$ cat config.mk
export PLATFORM = sky130hd
export DESIGN_NAME = cmc_top
export DESIGN_NICKNAME = d
export VERILOG_FILES = /design/src/hw/cmc_top.v
export VERILOG_INCLUDE_DIRS = /design/src /design/src/include
export SDC_FILE = /design/constraint.sdc
export NUM_CORES = 1
export LEC_CHECK = 0
export BUFFER_PORTS_ARGS = -buffer_cell sky130_fd_sc_hd__buf_2
export CAP_MARGIN = 5
export CORE_MARGIN = 4
export CORE_UTILIZATION = 40
export DETAILED_ROUTE_END_ITERATION = 8
export GPL_ROUTABILITY_DRIVEN = 1
export GPL_TIMING_DRIVEN = 0
export PLACE_DENSITY = 0.56
export SYNTH_ARGS = -nofsm -noshare
export SYNTH_HDL_FRONTEND = slang
export SYNTH_SLANG_ARGS = --single-unit
$ cat constraint.sdc
create_clock -name clk_sys -period 16.1 [get_ports clk_sys]
set_input_delay 1.61 -clock clk_sys [delete_from_list [all_inputs] [get_ports clk_sys]]
set_output_delay 1.61 -clock clk_sys [all_outputs]
set_load 0.03 [all_outputs]
$ cat src/include/cmc_map.vh
// Purpose: register map, field positions, reset values and timing counts of the commissioning control block
// Assumes: 32-bit AHB-Lite register bus, byte addresses, one aligned word per register
// Notes:   times are given in milliseconds and turned into clk_sys cycles here
`ifndef CMC_MAP_VH
`define CMC_MAP_VH

// ==========================================================================
// register byte offsets
`define CMC_OFS_CONFIG     8'h00
`define CMC_OFS_VARIANT    8'h04
`define CMC_OFS_PIN        8'h08
`define CMC_OFS_UNLOCK     8'h0C
`define CMC_OFS_KEY0       8'h10
`define CMC_OFS_SRC_LO     8'h20
`define CMC_OFS_SRC_HI     8'h24
`define CMC_OFS_MFR_ID     8'h28
`define CMC_OFS_SEQ        8'h2C
`define CMC_OFS_STATUS     8'h30

// ==========================================================================
// field positions
`define CMC_CFG_NO_LEARN   0
`define CMC_CFG_HIDE_KEY   1
`define CMC_ST_COMM        0
`define CMC_ST_LOCKED      1
`define CMC_ST_UNLOCKED    2
`define CMC_ST_KEY_HIDDEN  3
`define CMC_ST_ENTRY_LSB   4

// ==========================================================================
// reset and factory values
`define CMC_RST_CONFIG     8'h00
`define CMC_RST_VARIANT    8'h00
`define CMC_RST_PIN        32'h0000E215
`define CMC_RST_SEQ        32'h00000000

// ==========================================================================
// contact codes, bit 0 left low, 1 left high, 2 right low, 3 right high
`define CMC_CT_DISABLE     4'hB
`define CMC_CT_DIAG_A      4'h9
`define CMC_CT_DIAG_B      4'h6

// ==========================================================================
// timing
`define CMC_CLK_KHZ        125000
`define CMC_T_LONG_MS      7000
`define CMC_T_SHORT_MS     2000
`define CMC_T_TEN_MS       10000
`define CMC_T_LONG_CYC     (`CMC_T_LONG_MS * `CMC_CLK_KHZ)
`define CMC_T_SHORT_CYC    (`CMC_T_SHORT_MS * `CMC_CLK_KHZ)
`define CMC_T_TEN_CYC      (`CMC_T_TEN_MS * `CMC_CLK_KHZ)

`endif

$ cat src/hw/cmc_top.v
// Purpose: commissioning mode control of a self-powered pushbutton transmitter
// Assumes: contact and bow inputs synchronous to clk_sys, clk_en freezes every flip-flop
// Notes:   the AHB-Lite slave stands for the tag-side configuration memory
//          contacts count only as present in the cycle the bow goes down
//          factory key, address and maker id load only on the reset gesture
//
// Design decisions made here: the register addresses and the AHB-Lite slave port.
`include "cmc_map.vh"

module cmc_top #(
	parameter [31:0]  T_LONG_CYC  = `CMC_T_LONG_CYC,
	parameter [31:0]  T_SHORT_CYC = `CMC_T_SHORT_CYC,
	parameter [31:0]  T_TEN_CYC   = `CMC_T_TEN_CYC,
	parameter [127:0] FACTORY_KEY = 128'h0123456789ABCDEF0F1E2D3C4B5A6978, // arbitrary value
	parameter [47:0]  FACTORY_SRC = 48'hC0FFEE123456,                      // arbitrary value
	parameter [15:0]  FACTORY_MFR = 16'h5A5A                               // arbitrary value
) (
	input  wire        clk_sys,
	input  wire        sys_rst,
	input  wire        clk_en,
	input  wire        energy_bow,
	input  wire        contact_left_low,
	input  wire        contact_left_high,
	input  wire        contact_right_low,
	input  wire        contact_right_high,
	input  wire        hsel,
	input  wire [31:0] haddr,
	input  wire [1:0]  htrans,
	input  wire        hwrite,
	input  wire [2:0]  hsize,
	input  wire [31:0] hwdata,
	input  wire        hready,
	output reg  [31:0] hrdata,
	output reg         hreadyout,
	output reg         hresp,
	output reg         tel_comm,
	output reg         tel_data,
	output reg         tel_press,
	output reg  [3:0]  tel_contacts,
	output reg         comm_mode,
	output reg         factory_reset_done
);

	// ==========================================================================
	// gesture states, one-hot
	localparam [2:0] G_IDLE  = 3'b001;
	localparam [2:0] G_LONG1 = 3'b010;
	localparam [2:0] G_SHORT = 3'b100;

	wire [3:0] contacts = {contact_right_high, contact_right_low, contact_left_high, contact_left_low};

	// ==========================================================================
	// gesture and telegram state
	reg         bow_q;
	reg  [31:0] hold_cnt_q;
	reg  [3:0]  press_ct_q;
	reg  [3:0]  entry_ct_q;
	reg  [2:0]  gstate_q;
	reg         locked_q;
	reg         freset_q;
	reg  [31:0] seq_q;

	// ==========================================================================
	// configuration memory words
	reg  [7:0]   config_q;
	reg  [7:0]   variant_q;
	reg  [31:0]  pin_q;
	reg  [127:0] key_q;
	reg  [47:0]  src_q;
	reg  [15:0]  mfr_q;
	reg          unlocked_q;
	reg          key_hidden_q;

	// ==========================================================================
	// bus data phase
	reg          wr_pend_q;
	reg          rd_pend_q;
	reg  [7:0]   addr_q;
	reg  [31:0]  rdata;

	// ==========================================================================
	// hold and gesture decodes
	wire bow_rise = energy_bow & ~bow_q;
	wire bow_fall = ~energy_bow & bow_q;
	wire single   = (press_ct_q != 4'h0) && ((press_ct_q & (press_ct_q - 4'h1)) == 4'h0);
	wire is_long  = hold_cnt_q > T_LONG_CYC;
	wire is_short = hold_cnt_q < T_SHORT_CYC;
	wire is_ten   = hold_cnt_q >= T_TEN_CYC;
	wire no_learn = config_q[`CMC_CFG_NO_LEARN];      // set by configurer
	wire entry_ok = (gstate_q == G_SHORT) && (press_ct_q == entry_ct_q) && is_long;
	wire wr_ok    = wr_pend_q && unlocked_q;

	// ==========================================================================
	// hold time base, restarts on each bow press
	always @(posedge clk_sys or posedge sys_rst) begin
		if (sys_rst) begin
			bow_q      <= 1'b0;
			hold_cnt_q <= 32'h00000000;
			press_ct_q <= 4'h0;
		end else if (clk_en) begin
			bow_q <= energy_bow;
			if (bow_rise) begin
				hold_cnt_q <= 32'h00000000;
				press_ct_q <= contacts;                 // contacts pressed with the bow
			end else if (energy_bow && hold_cnt_q != 32'hFFFFFFFF) begin
				// saturates, so a bow left down never wraps into a short press
				hold_cnt_q <= hold_cnt_q + 32'h00000001;
			end
		end
	end

	// ==========================================================================
	// gesture recognition, commissioning mode and telegram requests
	always @(posedge clk_sys or posedge sys_rst) begin
		if (sys_rst) begin
			gstate_q     <= G_IDLE;
			entry_ct_q   <= 4'h0;
			comm_mode    <= 1'b0;
			locked_q     <= 1'b0;
			freset_q     <= 1'b0;
			tel_comm     <= 1'b0;
			tel_data     <= 1'b0;
			tel_press    <= 1'b0;
			tel_contacts <= 4'h0;
			factory_reset_done <= 1'b0;
		end else if (clk_en) begin
			// telegram requests are one-cycle pulses
			tel_comm <= 1'b0;
			tel_data <= 1'b0;
			freset_q <= 1'b0;
			factory_reset_done <= freset_q;
			// press: one telegram at once, a foreign contact ends the mode
			if (bow_rise) begin
				tel_press    <= 1'b1;
				tel_contacts <= contacts;
				if (comm_mode && contacts == entry_ct_q) begin
					tel_comm <= 1'b1;
				end else begin
					tel_data <= 1'b1;
					if (comm_mode && contacts != 4'h0) begin
						comm_mode <= 1'b0;
					end
				end
			end else if (bow_fall) begin
				// release: reset and disable gestures win over entry
				tel_press    <= 1'b0;
				tel_contacts <= 4'h0;
				if (is_ten && (press_ct_q == `CMC_CT_DIAG_A || press_ct_q == `CMC_CT_DIAG_B)) begin
					freset_q  <= 1'b1;
					locked_q  <= 1'b0;
					comm_mode <= 1'b0;
					gstate_q  <= G_IDLE;
					tel_data  <= 1'b1;
				end else if (is_ten && press_ct_q == `CMC_CT_DISABLE) begin
					locked_q  <= 1'b1;
					comm_mode <= 1'b0;
					gstate_q  <= G_IDLE;
					tel_data  <= 1'b1;
				end else if (entry_ok) begin
					gstate_q <= G_IDLE;
					if (!no_learn && !locked_q) begin
						comm_mode <= 1'b1;
						tel_comm  <= 1'b1;
					end else begin
						tel_data <= 1'b1;
					end
				end else begin
					if (comm_mode && press_ct_q == entry_ct_q) begin
						tel_comm <= 1'b1;
					end else begin
						tel_data <= 1'b1;
					end
					// long-short-long tracker, a new long single press restarts it
					case (gstate_q)
						G_LONG1: begin
							if (press_ct_q == entry_ct_q && is_short) begin
								gstate_q <= G_SHORT;
							end else if (single && is_long) begin
								gstate_q   <= G_LONG1;
								entry_ct_q <= press_ct_q;
							end else begin
								gstate_q <= G_IDLE;
							end
						end
						default: begin
							if (single && is_long) begin
								gstate_q   <= G_LONG1;
								entry_ct_q <= press_ct_q;
							end else begin
								gstate_q <= G_IDLE;
							end
						end
					endcase
				end
			end
		end
	end

	// ==========================================================================
	// sequence counter, one step per telegram sent
	always @(posedge clk_sys or posedge sys_rst) begin
		if (sys_rst) begin
			seq_q <= `CMC_RST_SEQ;
		end else if (clk_en && (tel_comm || tel_data)) begin
			seq_q <= seq_q + 32'h00000001;
		end
	end

	// ==========================================================================
	// AHB-Lite slave: zero-wait writes, one wait state on reads
	always @(posedge clk_sys or posedge sys_rst) begin
		if (sys_rst) begin
			wr_pend_q <= 1'b0;
			rd_pend_q <= 1'b0;
			addr_q    <= 8'h00;
			hreadyout <= 1'b1;
			hrdata    <= 32'h00000000;
			hresp     <= 1'b0;
		end else if (clk_en) begin
			hresp     <= 1'b0;                          // always OKAY
			wr_pend_q <= 1'b0;
			rd_pend_q <= 1'b0;
			// read data loads one cycle after the address phase
			if (rd_pend_q) begin
				hrdata    <= rdata;
				hreadyout <= 1'b1;
			end else if (hsel && htrans[1] && hready) begin
				addr_q    <= haddr[7:0];
				wr_pend_q <= hwrite;
				rd_pend_q <= ~hwrite;
				hreadyout <= hwrite;
			end
		end
	end

	// ==========================================================================
	// read mux, unmapped and write-only words read zero
	always @* begin
		rdata = 32'h00000000;
		case (addr_q)
			`CMC_OFS_CONFIG:  rdata = {24'h000000, config_q};
			`CMC_OFS_VARIANT: rdata = {24'h000000, variant_q};
			`CMC_OFS_PIN:     rdata = 32'h00000000;     // PIN never reads back
			`CMC_OFS_SRC_LO:  rdata = src_q[31:0];
			`CMC_OFS_SRC_HI:  rdata = {16'h0000, src_q[47:32]};
			`CMC_OFS_MFR_ID:  rdata = {16'h0000, mfr_q};
			`CMC_OFS_SEQ:     rdata = seq_q;
			`CMC_OFS_STATUS:  rdata = {24'h000000, entry_ct_q, key_hidden_q, unlocked_q, locked_q, comm_mode};
			`CMC_OFS_KEY0, `CMC_OFS_KEY0 + 8'h04, `CMC_OFS_KEY0 + 8'h08, `CMC_OFS_KEY0 + 8'h0C: begin
				if (!key_hidden_q) begin
					rdata = key_q[{addr_q[3:2], 5'h00} +: 32];
				end
			end
			default:          rdata = 32'h00000000;
		endcase
	end

	// ==========================================================================
	// configuration memory, factory reset has priority over software writes
	always @(posedge clk_sys or posedge sys_rst) begin
		if (sys_rst) begin
			config_q     <= `CMC_RST_CONFIG;
			variant_q    <= `CMC_RST_VARIANT;
			pin_q        <= `CMC_RST_PIN;
			src_q        <= 48'h000000000000;
			mfr_q        <= 16'h0000;
			unlocked_q   <= 1'b0;
			key_hidden_q <= 1'b0;
		end else if (clk_en) begin
			if (freset_q) begin
				config_q     <= `CMC_RST_CONFIG;
				variant_q    <= `CMC_RST_VARIANT;
				pin_q        <= `CMC_RST_PIN;
				mfr_q        <= FACTORY_MFR;
				src_q        <= FACTORY_SRC;
				unlocked_q   <= 1'b0;
				key_hidden_q <= 1'b0;
			end else if (wr_pend_q) begin
				// unlock compare is open to all, the PIN never reads back
				if (addr_q == `CMC_OFS_UNLOCK) begin
					unlocked_q <= (hwdata == pin_q);
				end
				if (wr_ok) begin
					case (addr_q)
						`CMC_OFS_CONFIG:  config_q  <= hwdata[7:0];
						`CMC_OFS_VARIANT: variant_q <= hwdata[7:0];
						`CMC_OFS_PIN:     pin_q     <= hwdata;
						`CMC_OFS_SRC_LO:  src_q[31:0]  <= hwdata;
						`CMC_OFS_SRC_HI:  src_q[47:32] <= hwdata[15:0];
						`CMC_OFS_MFR_ID:  mfr_q     <= hwdata[15:0];
						default:          key_hidden_q <= key_hidden_q;
					endcase
					// hiding sticks until the reset gesture, later keys stay hidden
					if (addr_q[7:4] == 4'h1 && config_q[`CMC_CFG_HIDE_KEY]) begin
						key_hidden_q <= 1'b1;
					end
				end
			end
		end
	end

	// ==========================================================================
	// security key words, one per generate entry
	genvar gi;
	generate
		for (gi = 0; gi < 4; gi = gi + 1) begin : g_key
			always @(posedge clk_sys or posedge sys_rst) begin
				if (sys_rst) begin
					key_q[gi*32 +: 32] <= 32'h00000000;
				end else if (clk_en) begin
					if (freset_q) begin
						key_q[gi*32 +: 32] <= FACTORY_KEY[gi*32 +: 32];
					end else if (wr_ok && addr_q == (`CMC_OFS_KEY0 + gi * 4)) begin
						key_q[gi*32 +: 32] <= hwdata;
					end
				end
			end
		end
	endgenerate

endmodule // cmc_top

==> results.json <==
{
  "skew_ns": 0.0223,
  "grt_start_max_net_pins": 131,
  "overflow": 0,
  "max_slew_margin_pct": 14.2,
  "cts_tree": "built",
  "fin_total_pwr_mw": 2.29,
  "rsz0062_at_grt": "false",
  "cts-resized-gates": 0,
  "post-synth-top-count-cell": "dfrtp_1",
  "ys_seq_area_share_pct": 54.2,
  "via_per_inst": 5.87,
  "pin_count": 123,
  "crit_required_ns": 16.60,
  "avgRoutedWirePerCell_microns": 24.1,
  "slew_violations": 0,
  "route.detailed.drc": 0,
  "vias": 13500,
  "finalSetupViolCount": 0,
  "area_delta_synth_final_pct": 14.8,
  "start_util_pct": 40.7,
  "rrSetupSlack_ns": 12.65,
  "cellPowerDensity_nw_per_um2": 116,
  "first_iter_violations": 1345,
  "synth_warnings": 0,
  "synth_edf_count": 0,
  "synth.largest_area_cell": "dfrtp_1",
  "min_path_type": "reg2reg",
  "h-tree-depth": 2,
  "avgSynthCellArea_sq_um": 10.7,
  "post-route-util_pct": 46.7,
  "worstMarginPinSlew_ns": 1.28,
  "synth_area_sq_um": 17200,
  "worstPathCellList": "clkbuf_8 -> clkbuf_1 -> nand3_1 -> nor3_1 -> clkbuf_1 -> a22o_1",
  "path_max_fanout": 10,
  "port_buffers": 69,
  "cp_data_arrival_time_ns": 4.56,
  "critPathSlowestCell": "nor3_1",
  "place_ws_ns": 11.56,
  "synthFlopType": "dfrtp_1",
  "hold_end": "gstate_q[0]",
  "synth.area.top_cells": "dfrtp_1, nand2_1, o21ai_0",
  "crit_top_cell": "clkbuf_1",
  "grt_usage_pct": 23.7,
  "fin_crit_sh_pct": 25.2,
  "clk_pin_slew_ns": 0.06,
  "synth_cell_types": 71,
  "grt_busiest_layer": "met2",
  "worstHoldPathCells": 2,
  "die_area_sq_um": 46400,
  "antennaDiodeCount": 0,
  "cts_root_buffer": "clkbuf_16",
  "gp_congestion": 0.877,
  "min_from": "gstate_q[0]",
  "tns_ns": 0,
  "wirelength_microns": 55200,
  "ff_latch_area_sq_um": 9320,
  "row_count": 75,
  "cp-end-kind": "flop",
  "die_x_microns": 215,
  "min_period_ns": 4.06,
  "core_sq_um": 42200,
  "criticalPathCategory": "in2reg",
  "grt_pass1_vias": 13500,
  "fillCellCount": 3989,
  "path_delay_family": "simple AND/OR/NAND/NOR gates",
  "finalHoldViolations": 0,
  "layout-drive-gt1-share_pct": 13.5,
  "startpoint_type": "primary input",
  "multi_input_area_sq_um": 7290,
  "fin_ws_ns": 12.04,
  "clk_path_buf_depth": 3,
  "irDropWorstVdd_v": 0.0000685,
  "cts-buffers-inserted": 42,
  "drt_pass1_iterations": 5,
  "critPathBufInv": 3,
  "yosysTopAreaCellShare_pct": 52.8,
  "cts_num_sinks": 372,
  "synth_cells": 1610,
  "reg2reg_from": "addr_q[0]",
  "worstSkewPairLatency_ns": 0.57,
  "ant_nets": 0,
  "nets": 1811,
  "yosys-top-cells-count": "dfrtp_1, nand2_1, o21ai_0",
  "hpwl_microns": 39600,
  "status": "finished, final reports clean",
  "grt_pass1_wl_microns": 85000,
  "power.leakage_nw": 8.88,
  "ctsHoldBuffers": 0,
  "fmaxAchievable_ghz": 0.246,
  "async_reset_ff_share_pct": 100,
  "grtUsageMet2_pct": 37.4,
  "r2r-end": "key_q[17]",
  "cts_setup_buffers": 0,
  "synth_nets": 1695,
  "antenna_found_initial": 1,
  "use_met1_pct": 33.4,
  "met3_usage_pct": 4.06,
  "dieHeight_microns": 215,
  "cpPeakStageDelay_ns": 1.08,
  "max-cap-violations": 0,
  "ys_seq_elements": 372,
  "reg2reg_depth": 7
}
[report_power, final]
part           internal, mW  switching [mW]  leakage, nW  total, mW
combinational         0.104           0.165         3.22      0.269
clock                 0.595           0.397        0.701      0.993
sequential            0.986          0.0413         4.96       1.03
total                  1.69           0.604         8.88       2.29
[worst max path at each step]
stage | start | endpoint | slack, ns | cells past startpoint
2_1_floorplan | sys_rst | addr_q[0] | 4.17 | 1
3_5_place_dp | clk_en | key_q[41] | 11.56 | 6
5_1_grt | clk_en | key_q[53] | 11.98 | 6
6_report | clk_en | key_q[47] | 12.04 | 6
4_1_cts | clk_en | key_q[47] | 12.13 | 6
3_3_place_gp | sys_rst | hrdata[13] | -0.22 | 2
[routing by layer]
metal | part of all wire [%] | vias up
met1 | 44 | 6873
met2 | 46 | 486
met3 | 6.3 | 91
li1 | - | 6032
met5 | 0.024 | -
met4 | 3.3 | 2
[per-stage QoR]
stage               hold WS (ns)  instances  instance area (sq um)
finish                     0.467       2296                  19700
global route               0.481       2296                  19700
CTS                        0.465       2296                  19700
detailed placement         0.453       2221                  18300
global placement           0.446       2218                  18200
floorplan                  0.439       1610                  17200
[area by class of cell]
| cell class | instances | area share, % |
|---|---|---|
| sequential | 372 | 47.2 |
| buffer | 122 | 2.60 |
| clock buffer | 66 | 6.50 |
| multi-input combinational | 1094 | 36.9 |
| tap | 539 | 3.42 |
| inverter | 22 | 0.456 |
| clock inverter | 9 | 0.742 |
| timing repair buffer | 72 | 2.17 |
[cells in the final DEF, fill, tap and decap left out, drive strengths merged, types with 6 or more instances in the layout]
master    n
o31ai     6
nand3    27
dfrtp   363
nor2b    11
nand4    24
nor4     17
xor2     50
clkinv    6
xnor2    41
nor2    102
o21ai   148
and4      6
a22o     81
nor3     20
and3     16
dfstp     9
o22a     67
a31oi    11
and2     11
nand3b    6
a21o     10
nand2   234
or3       6
a21oi    36
mux4     32
clkbuf  170
nand2b    9
mux2     34
a22oi    32
a221oi   16
buf      90
inv      22
[sequential cells by signal, indices dropped and copies added, names as in the netlist, 3 cells and up]
name / cells
pin_q: 32
press_ct_q: 4
entry_ct_q: 4
seq_q: 32
tel_contacts: 4
src_q: 48
hrdata: 32
key_q: 128
addr_q: 8
gstate_q: 3
mfr_q: 16
config_q: 8
variant_q: 8
hold_cnt_q: 32
[cells by family (layout without fill, tap and decap cells)]
family | Yosys count | after routing | synth area share (%)
xor gates and xnor gates | 91 | 91 | 4.63
AOI/OAI and AO/OA | 429 | 429 | 17.3
adders and majority gates | 5 | 5 | 0.364
buffers and inverters | 144 | 291 | 3.46
and+or+nand+nor | 499 | 499 | 13.4
muxes | 69 | 69 | 6.59
other | 1 | 1 | 0.0218
DFF | 372 | 372 | 54.2
[worst min-delay path, cell delays in order, from the launching register on]
cell and delay (ns):
dfstp_2 0.37, inv_1 0.05, a32oi_1 0.05
Power figures use the tool's default switching activity.
